[config.mk]
export PLATFORM = sky130hd
export DESIGN_NAME = ipps_top
export DESIGN_NICKNAME = d
export VERILOG_FILES = /design/src/design/ipps_pkg.sv /design/src/design/ipps_top.sv /design/src/design/ipps_route_mux.sv
export SDC_FILE = /design/constraint.sdc
export NUM_CORES = 1
export LEC_CHECK = 0
export BUFFER_PORTS_ARGS = -buffer_cell sky130_fd_sc_hd__buf_2
export CORE_ASPECT_RATIO = 2
export CORE_MARGIN = 2
export CORE_UTILIZATION = 45
export DETAILED_ROUTE_END_ITERATION = 10
export GPL_TIMING_DRIVEN = 0
export HOLD_SLACK_MARGIN = 0.15
export RECOVER_POWER = 100
export SETUP_SLACK_MARGIN = 0.15
export SYNTH_ARGS = -nofsm -noshare
export SYNTH_HDL_FRONTEND = slang
export SYNTH_HIERARCHICAL = 1
export SYNTH_SLANG_ARGS = --single-unit
[constraint.sdc]
create_clock -name mclk -period 2.85 [get_ports mclk]
set_input_delay 0.57 -clock mclk [delete_from_list [all_inputs] [get_ports mclk]]
set_output_delay 0.57 -clock mclk [all_outputs]
set_load 0.02 [all_outputs]
[src/design/ipps_pkg.sv]
// Package for the peripheral input route selection block.
// Assumes a single 20 MHz clock domain and a plain register port.
package ipps_pkg;

    // ****************************************
    // Sizes
    // ****************************************
    localparam int NUM_ROUTES = 12;
    localparam int ADDR_W = 4;
    localparam int DATA_W = 8;
    localparam int CODE_W = 5;
    localparam int PIN_W = 3;
    localparam int PORT_W = 2;
    localparam int PINS_PER_PORT = 8;

    // ****************************************
    // Field layout
    // ****************************************
    localparam int PIN_LSB = 0;
    localparam int PORT_LSB = 3;

    // Port codes in bits 4:3
    localparam logic [PORT_W-1:0] PORT_A = 2'h0;
    localparam logic [PORT_W-1:0] PORT_B = 2'h1;
    localparam logic [PORT_W-1:0] PORT_C = 2'h2;
    localparam logic [PORT_W-1:0] PORT_RSVD = 2'h3;

    // ****************************************
    // Register indices (register addresses)
    // ****************************************
    localparam logic [ADDR_W-1:0] EXT_IRQ0_ROUTE = 4'h0;
    localparam logic [ADDR_W-1:0] EXT_IRQ1_ROUTE = 4'h1;
    localparam logic [ADDR_W-1:0] EXT_IRQ2_ROUTE = 4'h2;
    localparam logic [ADDR_W-1:0] TIMER0_CLOCK_ROUTE = 4'h3;
    localparam logic [ADDR_W-1:0] TIMER1_CLOCK_ROUTE = 4'h4;
    localparam logic [ADDR_W-1:0] TIMER1_GATE_ROUTE = 4'h5;
    localparam logic [ADDR_W-1:0] TIMER3_CLOCK_ROUTE = 4'h6;
    localparam logic [ADDR_W-1:0] TIMER3_GATE_ROUTE = 4'h7;
    localparam logic [ADDR_W-1:0] TIMER5_CLOCK_ROUTE = 4'h8;
    localparam logic [ADDR_W-1:0] TIMER5_GATE_ROUTE = 4'h9;
    localparam logic [ADDR_W-1:0] TIMER2_CLOCK_ROUTE = 4'hA;
    localparam logic [ADDR_W-1:0] TIMER4_CLOCK_ROUTE = 4'hB;

    // ****************************************
    // Power-on default codes, index order
    // ****************************************
    localparam logic [CODE_W-1:0] DEFAULT_CODE [NUM_ROUTES] = '{
        5'h08, 5'h09, 5'h0A, 5'h04, 5'h10, 5'h0D,
        5'h10, 5'h10, 5'h12, 5'h0C, 5'h13, 5'h15
    };

    // Allowed ports per input: bit0 A, bit1 B, bit2 C
    localparam logic [2:0] PORT_ALLOW [NUM_ROUTES] = '{
        3'h3, 3'h3, 3'h3, 3'h3, 3'h5, 3'h6,
        3'h6, 3'h5, 3'h5, 3'h6, 3'h5, 3'h6
    };

endpackage

[src/design/ipps_top.sv]
// Peripheral input route selection: twelve route registers and muxes.
// Assumes synchronous pins, a plain register port and two resets.
//
// Operation
// Bits 2:0 of a route register pick pin 0 to 7 of the chosen port.
// Bits 4:3 pick port A, B or C, code 11 is reserved, bits 7:5 read zero.
// Twelve inputs are routable, each only from its two permitted ports.
// After power-on each input is routed to its fixed default pin.
// Power-on or brown-out reset loads the default codes; other resets keep them.
module ipps_top (
    input wire logic mclk,                              // System clock
    input wire logic rst,                               // Power-on/brown-out reset
    input wire logic soft_rst,                          // Other resets, sync
    input wire logic [ipps_pkg::ADDR_W-1:0] addr,       // Register address
    input wire logic [ipps_pkg::DATA_W-1:0] wdata,      // Write data
    input wire logic wr,                                // Write strobe
    input wire logic rd,                                // Read strobe
    output logic [ipps_pkg::DATA_W-1:0] rdata,          // Read data
    input wire logic [7:0] port_a_in,                   // Port A pins
    input wire logic [7:0] port_b_in,                   // Port B pins
    input wire logic [7:0] port_c_in,                   // Port C pins
    output logic ext_irq0_in,                           // Interrupt 0 input
    output logic ext_irq1_in,                           // Interrupt 1 input
    output logic ext_irq2_in,                           // Interrupt 2 input
    output logic timer0_clock_in,                       // Timer0 clock
    output logic timer1_clock_in,                       // Timer1 clock
    output logic timer1_gate_in,                        // Timer1 gate
    output logic timer3_clock_in,                       // Timer3 clock
    output logic timer3_gate_in,                        // Timer3 gate
    output logic timer5_clock_in,                       // Timer5 clock
    output logic timer5_gate_in,                        // Timer5 gate
    output logic timer2_clock_in,                       // Timer2 clock
    output logic timer4_clock_in                        // Timer4 clock
);

    // ****************************************
    // Route state and decode
    // ****************************************
    logic [ipps_pkg::CODE_W-1:0] route_r [ipps_pkg::NUM_ROUTES];
    logic [ipps_pkg::CODE_W-1:0] route_nxt [ipps_pkg::NUM_ROUTES];
    logic [ipps_pkg::NUM_ROUTES-1:0] wr_hit;
    logic level [ipps_pkg::NUM_ROUTES];
    logic level_r [ipps_pkg::NUM_ROUTES];
    logic [ipps_pkg::CODE_W-1:0] rd_code;
    logic [ipps_pkg::DATA_W-1:0] rdata_r;
    logic [ipps_pkg::DATA_W-1:0] rdata_nxt;

    // ****************************************
    // Write decode
    // ****************************************
    // Unmapped indices select nothing, so the write is dropped
    always_comb begin
        wr_hit = '0;
        case (addr)
            ipps_pkg::EXT_IRQ0_ROUTE: begin
                wr_hit[ipps_pkg::EXT_IRQ0_ROUTE] = wr;
            end
            ipps_pkg::EXT_IRQ1_ROUTE: begin
                wr_hit[ipps_pkg::EXT_IRQ1_ROUTE] = wr;
            end
            ipps_pkg::EXT_IRQ2_ROUTE: begin
                wr_hit[ipps_pkg::EXT_IRQ2_ROUTE] = wr;
            end
            ipps_pkg::TIMER0_CLOCK_ROUTE: begin
                wr_hit[ipps_pkg::TIMER0_CLOCK_ROUTE] = wr;
            end
            ipps_pkg::TIMER1_CLOCK_ROUTE: begin
                wr_hit[ipps_pkg::TIMER1_CLOCK_ROUTE] = wr;
            end
            ipps_pkg::TIMER1_GATE_ROUTE: begin
                wr_hit[ipps_pkg::TIMER1_GATE_ROUTE] = wr;
            end
            ipps_pkg::TIMER3_CLOCK_ROUTE: begin
                wr_hit[ipps_pkg::TIMER3_CLOCK_ROUTE] = wr;
            end
            ipps_pkg::TIMER3_GATE_ROUTE: begin
                wr_hit[ipps_pkg::TIMER3_GATE_ROUTE] = wr;
            end
            ipps_pkg::TIMER5_CLOCK_ROUTE: begin
                wr_hit[ipps_pkg::TIMER5_CLOCK_ROUTE] = wr;
            end
            ipps_pkg::TIMER5_GATE_ROUTE: begin
                wr_hit[ipps_pkg::TIMER5_GATE_ROUTE] = wr;
            end
            ipps_pkg::TIMER2_CLOCK_ROUTE: begin
                wr_hit[ipps_pkg::TIMER2_CLOCK_ROUTE] = wr;
            end
            ipps_pkg::TIMER4_CLOCK_ROUTE: begin
                wr_hit[ipps_pkg::TIMER4_CLOCK_ROUTE] = wr;
            end
            default: begin
                wr_hit = '0;
            end
        endcase
    end

    // ****************************************
    // Per-route registers and muxes
    // ****************************************
    for (genvar i = 0; i < ipps_pkg::NUM_ROUTES; i++) begin : g_route
        always_comb begin
            route_nxt[i] = route_r[i];
            if (wr_hit[i]) begin
                route_nxt[i] = wdata[ipps_pkg::CODE_W-1:0];
            end
        end

        // Only power-on or brown-out reset reloads the default code
        always_ff @(posedge mclk or posedge rst) begin
            if (rst) begin
                route_r[i] <= ipps_pkg::DEFAULT_CODE[i];
            end else begin
                route_r[i] <= route_nxt[i];
            end
        end

        // Disallowed ports and the reserved code give a low level
        ipps_route_mux ipps_route_mux_inst (
            .code(route_r[i]),
            .allow(ipps_pkg::PORT_ALLOW[i]),
            .port_a_in(port_a_in),
            .port_b_in(port_b_in),
            .port_c_in(port_c_in),
            .level(level[i])
        );

        // Routed level lags the pins by one clock
        always_ff @(posedge mclk or posedge rst) begin
            if (rst) begin
                level_r[i] <= 1'b0;
            end else begin
                level_r[i] <= level[i];
            end
        end
    end

    // ****************************************
    // Read port
    // ****************************************
    // Unmapped indices read as zero
    always_comb begin
        rd_code = '0;
        case (addr)
            ipps_pkg::EXT_IRQ0_ROUTE: begin
                rd_code = route_r[ipps_pkg::EXT_IRQ0_ROUTE];
            end
            ipps_pkg::EXT_IRQ1_ROUTE: begin
                rd_code = route_r[ipps_pkg::EXT_IRQ1_ROUTE];
            end
            ipps_pkg::EXT_IRQ2_ROUTE: begin
                rd_code = route_r[ipps_pkg::EXT_IRQ2_ROUTE];
            end
            ipps_pkg::TIMER0_CLOCK_ROUTE: begin
                rd_code = route_r[ipps_pkg::TIMER0_CLOCK_ROUTE];
            end
            ipps_pkg::TIMER1_CLOCK_ROUTE: begin
                rd_code = route_r[ipps_pkg::TIMER1_CLOCK_ROUTE];
            end
            ipps_pkg::TIMER1_GATE_ROUTE: begin
                rd_code = route_r[ipps_pkg::TIMER1_GATE_ROUTE];
            end
            ipps_pkg::TIMER3_CLOCK_ROUTE: begin
                rd_code = route_r[ipps_pkg::TIMER3_CLOCK_ROUTE];
            end
            ipps_pkg::TIMER3_GATE_ROUTE: begin
                rd_code = route_r[ipps_pkg::TIMER3_GATE_ROUTE];
            end
            ipps_pkg::TIMER5_CLOCK_ROUTE: begin
                rd_code = route_r[ipps_pkg::TIMER5_CLOCK_ROUTE];
            end
            ipps_pkg::TIMER5_GATE_ROUTE: begin
                rd_code = route_r[ipps_pkg::TIMER5_GATE_ROUTE];
            end
            ipps_pkg::TIMER2_CLOCK_ROUTE: begin
                rd_code = route_r[ipps_pkg::TIMER2_CLOCK_ROUTE];
            end
            ipps_pkg::TIMER4_CLOCK_ROUTE: begin
                rd_code = route_r[ipps_pkg::TIMER4_CLOCK_ROUTE];
            end
            default: begin
                rd_code = '0;
            end
        endcase
    end

    // Data stand one cycle after a strobe while soft_rst is low, zero otherwise
    always_comb begin
        rdata_nxt = '0;
        if (rd && !soft_rst) begin
            rdata_nxt[ipps_pkg::CODE_W-1:0] = rd_code;
        end
    end

    always_ff @(posedge mclk or posedge rst) begin
        if (rst) begin
            rdata_r <= '0;
        end else begin
            rdata_r <= rdata_nxt;
        end
    end

    assign rdata = rdata_r;

    // ****************************************
    // Routed outputs
    // ****************************************
    // Index order follows the register map
    assign ext_irq0_in = level_r[ipps_pkg::EXT_IRQ0_ROUTE];
    assign ext_irq1_in = level_r[ipps_pkg::EXT_IRQ1_ROUTE];
    assign ext_irq2_in = level_r[ipps_pkg::EXT_IRQ2_ROUTE];
    assign timer0_clock_in = level_r[ipps_pkg::TIMER0_CLOCK_ROUTE];
    assign timer1_clock_in = level_r[ipps_pkg::TIMER1_CLOCK_ROUTE];
    assign timer1_gate_in = level_r[ipps_pkg::TIMER1_GATE_ROUTE];
    assign timer3_clock_in = level_r[ipps_pkg::TIMER3_CLOCK_ROUTE];
    assign timer3_gate_in = level_r[ipps_pkg::TIMER3_GATE_ROUTE];
    assign timer5_clock_in = level_r[ipps_pkg::TIMER5_CLOCK_ROUTE];
    assign timer5_gate_in = level_r[ipps_pkg::TIMER5_GATE_ROUTE];
    assign timer2_clock_in = level_r[ipps_pkg::TIMER2_CLOCK_ROUTE];
    assign timer4_clock_in = level_r[ipps_pkg::TIMER4_CLOCK_ROUTE];

endmodule

[src/design/ipps_route_mux.sv]
// One routed input: picks a pin level from the port buses.
// Assumes the pin levels are already synchronous to mclk.
module ipps_route_mux (
    input wire logic [ipps_pkg::CODE_W-1:0] code,   // Route code
    input wire logic [2:0] allow,                   // Allowed ports mask
    input wire logic [7:0] port_a_in,               // Port A pin levels
    input wire logic [7:0] port_b_in,               // Port B pin levels
    input wire logic [7:0] port_c_in,               // Port C pin levels
    output logic level                              // Routed level
);

    logic [ipps_pkg::PORT_W-1:0] port_sel;
    logic [ipps_pkg::PIN_W-1:0] pin_sel;

    assign port_sel = code[ipps_pkg::PORT_LSB +: ipps_pkg::PORT_W];
    assign pin_sel = code[ipps_pkg::PIN_LSB +: ipps_pkg::PIN_W];

    always_comb begin
        level = 1'b0;
        case (port_sel)
            ipps_pkg::PORT_A: if (allow[0]) level = port_a_in[pin_sel];
            ipps_pkg::PORT_B: if (allow[1]) level = port_b_in[pin_sel];
            ipps_pkg::PORT_C: if (allow[2]) level = port_c_in[pin_sel];
            default: level = 1'b0;
        endcase
    end

endmodule

Word level (Yosys, flattened, before mapping)
Index checks and enable logic that the tools add are counted.

cells by class
  $lt $le $gt $ge = 12
  eq/ne operators = 27
  mux-type cells = 74
  reductions and logical operators = 11

operator list
  cell                  number
  $bmux W1 S3           24
  $pmux W5 S12          1
  $lt A3 B4 Y1 const B  12
  $mux W1               36
  $pmux W1 S2           12
  $eq A2 B1 Y1 const B  8
  $eq A2 B2 Y1 const B  8
  $eq A4 B3 Y1 const B  4
  $eq A4 B4 Y1 const B  4
  $logic_not A2 Y1      8
  $eq A4 B2 Y1 const B  2
  $mux W5               1
  $eq A4 B1 Y1 const B  1
  $logic_not A4 Y1      1
  $logic_and A1 B1 Y1   1
  $logic_not A1 Y1      1

word-level totals
  register bits = 77
  input port bits = 41
  output and inout port bits = 20
  word-level logic and storage cells = 149

Longest topological paths before layout
  depth after elaboration = 3
  depth in mapped cells = 7

Modules after synthesis
The synthesis kept the hierarchy.

modules (own cells, without submodules)
  module          instances  cells an instance  area an instance (µm²)  sequential area each (µm²)
  ipps_top        1          259                3,494.6                 1,954.4
  ipps_route_mux  12         24                 252.7                   0.0

Worst setup path before layout
Ideal clock, no wire load.

  path type = input port to flip-flop
  start = input addr[3] (netlist name)
  end = register route_r[25] (netlist name)
  library setup time = 0.125 ns
  arrival = 1.577 ns
  slack = 1.148 ns
  cell stages on the path = 6
  buffers on the path = 2
  cells stage by stage = buf_2 -> nor2b_1 -> buf_4 -> nand2_2 -> nor2_4 -> mux2_2

between the ends
  longest elaborated chain between the ends = 2

ends and longest elaborated chain
  element                          RTL line         text
  from (decl)                      ipps_top.sv:14   input wire logic [ipps_pkg::ADDR_W-1:0] addr,
  $eq A4 B3 Y1                     ipps_top.sv:54   case (addr)
  $mux W1                          ipps_top.sv:54
  to (signal, indexed assignment)  ipps_top.sv:111  route_r[i] <= ipps_pkg::DEFAULT_CODE[i];
  to (signal, indexed assignment)  ipps_top.sv:113  route_r[i] <= route_nxt[i];
  to (decl)                        ipps_top.sv:39   logic [ipps_pkg::CODE_W-1:0] route_r [ipps_pkg::NUM_ROUTES];

Every way passes these cells.
A chain may end at the register's enable or synchronous reset.

Worst setup path in the final report
  start = input addr[3] (netlist name)
  end = register route_r[11] (netlist name)

between the ends
  longest elaborated chain between the ends = 2

ends and longest elaborated chain
  element       RTL line
  $eq A4 B4 Y1  ipps_top.sv:54
  $mux W1       ipps_top.sv:54

Every way passes these cells.

==> impl_metrics.json <==
{
  "status": "finished clean",
  "vias_per_cell": 6.36,
  "die-width_um": 89.2,
  "fin_crit_sh_pct": 75.7,
  "cts_setup_buffers": 0,
  "min_to": "route_r[29]",
  "timing.rr.start": "route_r[50]",
  "ys_seq_elements": 77,
  "cp-start-kind": "input port",
  "reg2reg_setup_slack_ps": 740,
  "ant_nets": 0,
  "cts_resized": 0,
  "clock.fmax_ghz": 0.463,
  "place_area_um2": 7190,
  "ys.flop_type": "dfrtp_1",
  "grt_max_degree": 65,
  "synth_commonest_cells": "mux2_2 (77), dfrtp_1 (55), mux2i_1 (54), mux4_1 (48), nand2_1 (43)",
  "wl_um": 21000,
  "stdcell_area_um2": 7350,
  "slew_headroom_pct": 50.3,
  "placedCellCount": 828,
  "crit_fanout": 8,
  "synth-edff-count": 0,
  "cp.required_ps": 3080,
  "first_global_vias": 5483,
  "antenna_found_initial": 0,
  "n_antenna_cell": 0,
  "grt_pass1_wl_um": 32000,
  "die_area_um2": 15500,
  "start_util_pct": 45.7,
  "num-fill-cells": 1321,
  "wl_per_cell_um": 24.9,
  "finalNonFillerCells": 845,
  "synth_top_cells_by_area": "dfrtp_1 (21%), mux4_1 (19%), mux2_2 (13%)",
  "first_pass_iters": 5,
  "clkSlewWorstSetupHoldPaths_ps": 60,
  "skew_ps": 8.74,
  "drtIter0Drc": 345,
  "layout-drive-gt1-share_pct": 29.2,
  "slowest_delay_ps": 490,
  "dp_hpwl_um": 15400,
  "crit_slowest_cell": "nor2_1",
  "nets": 689,
  "r2r_cells": 5,
  "hold_slack_ps": 490,
  "path_delay_family": "simple AND/OR/NAND/NOR gates",
  "cts-root-buf": "clkbuf_16",
  "ir_worst_vdd_uv": 335,
  "cts_sinks": 77,
  "cts-buffers-inserted": 9,
  "maxCapViolations": 0,
  "worst_setup_path_end_kind": "register",
  "fp.coreArea_um2": 14300,
  "dr_total_vias": 5377,
  "grt-ovfl-total": 0,
  "die_y_um": 174,
  "p_total_w": 0.00470,
  "crit_chain": "clkbuf_1, and2b_1, nand2_1, nor2_1, mux2_2",
  "ys_types": 48,
  "numPortBuffers": 51,
  "cp.arrival_ps": 2380,
  "yosysTopAreaCell": "dfrtp_1",
  "clockBufferDepth": 2,
  "rows": 62,
  "synth_top_area_share_pct": 21.1,
  "setup-violations-final": 0,
  "rsz0062_at_grt": "false",
  "ios": 61,
  "grt_util_all_layers_pct": 28.2,
  "post-route-drc-count": 0,
  "area_growth_pct": 12.7,
  "yosysSeqAreaShare_pct": 29.9,
  "hp-start": "wdata[4]",
  "hold_depth": 2,
  "synth_area_um2": 6530,
  "path_class": "in2reg",
  "hold_buffers": 1,
  "r2r-end": "ext_irq1_in",
  "ys_warn_count": 6,
  "worst_slew_pin_slew_ps": 741,
  "fin_crit_ps": 2160,
  "report.final.slew_viol_count": 0,
  "fin_util_pct": 51.5,
  "gp_congestion": 0.969,
  "async_flop_share_pct": 100,
  "syn_inst": 547,
  "yosysMostFrequentCell": "mux2_2",
  "synth_area_per_cell_um2": 11.9,
  "clk_latency_ps": 340,
  "hold_viol": 0,
  "cp.buffers_inverters": 1,
  "cts_tree": "yes",
  "cts_max_level": 3,
  "hp-class": "in2reg",
  "power_leakage_nw": 3.03,
  "powerDensity_nw_per_um2": 639
}
-- layout make-up --
cell class | instances | area, um^2 | area share, %
Multi-Input combinational cell | 446 | 4280 | 58.2
Sequential cell | 77 | 1950 | 26.6
Buffer | 55 | 294 | 4.00
Timing Repair Buffer | 53 | 272 | 3.69
Tap cell | 192 | 240 | 3.27
Clock buffer | 10 | 239 | 3.25
Clock inverter | 6 | 53.8 | 0.732
Inverter | 6 | 23.8 | 0.323
-- where the power goes --
group / internal (W) / switching, W
sequential: 0.00140 / 0.000293
clock: 0.000630 / 0.000522
combinational: 0.000932 / 0.000921
-- sequential cells by signal, indices dropped and copies added (netlist names) --
signal           flops
ext_irq2_in          1
rdata                5
timer4_clock_in      1
timer5_gate_in       1
timer2_clock_in      1
timer3_gate_in       1
route_r             60
timer0_clock_in      1
ext_irq0_in          1
timer1_clock_in      1
timer5_clock_in      1
timer3_clock_in      1
timer1_gate_in       1
ext_irq1_in          1
-- worst register-to-register path, delay by kind of cell (launching register included) --
kind	cells	cell delay, ps
flip-flops	1	550
AND/OR/NAND/NOR	1	130
multiplexers	2	780
AO/OA/AOI/OAI	1	80
buffers and inverters	1	450
-- cell usage in the layout (no fill, tap or decap), drive strengths merged, types with 13 or more instances in the layout --
cell / count
dfrtp: 55
nand2: 44
mux4: 50
mux2i: 54
o211ai: 13
nand3b: 29
clkbuf: 57
dfstp: 22
o31ai: 13
nor2: 22
mux2: 77
conb: 39
buf: 60
nor2b: 17
-- logic make-up (layout without fill, tap and decap cells) --
family | after synthesis | in the layout | share of synthesized area, %
mux | 181 | 181 | 41.6
simple gates | 142 | 142 | 12.5
compound gates | 84 | 84 | 10.0
flops | 77 | 77 | 29.9
buf+inv | 61 | 130 | 5.88
other cells | 2 | 39 | 0.115
-- metal layers --
layer / track usage (%) / vias to the layer above / wire length [um]
li1: - / 2344 / -
met4: 17.3 / 0 / 1330
met2: 46.8 / 298 / 10700
met1: 33.3 / 2652 / 7690
met5: 0 / - / 0
met3: 3.94 / 83 / 1300
-- stage by stage --
step | worst slack, ps | TNS [ps]
global placement | -666 | -36230
global route | 582 | 0
floorplan | 350 | 0
CTS | 1080 | 0
finish | 692 | 0
detailed placement | 803 | 0
-- worst max path at each step --
stage,cells past startpoint,start,endpoint
3_3_place_gp,2,rst,timer1_clock_in
6_report,5,addr[3],route_r[11]
3_5_place_dp,6,addr[3],rdata[1]
5_1_grt,7,addr[3],rdata[3]
4_1_cts,5,route_r[50],ext_irq1_in
2_1_floorplan,1,rst,ext_irq0_in
Note: power is estimated with default switching activity, not from simulation.
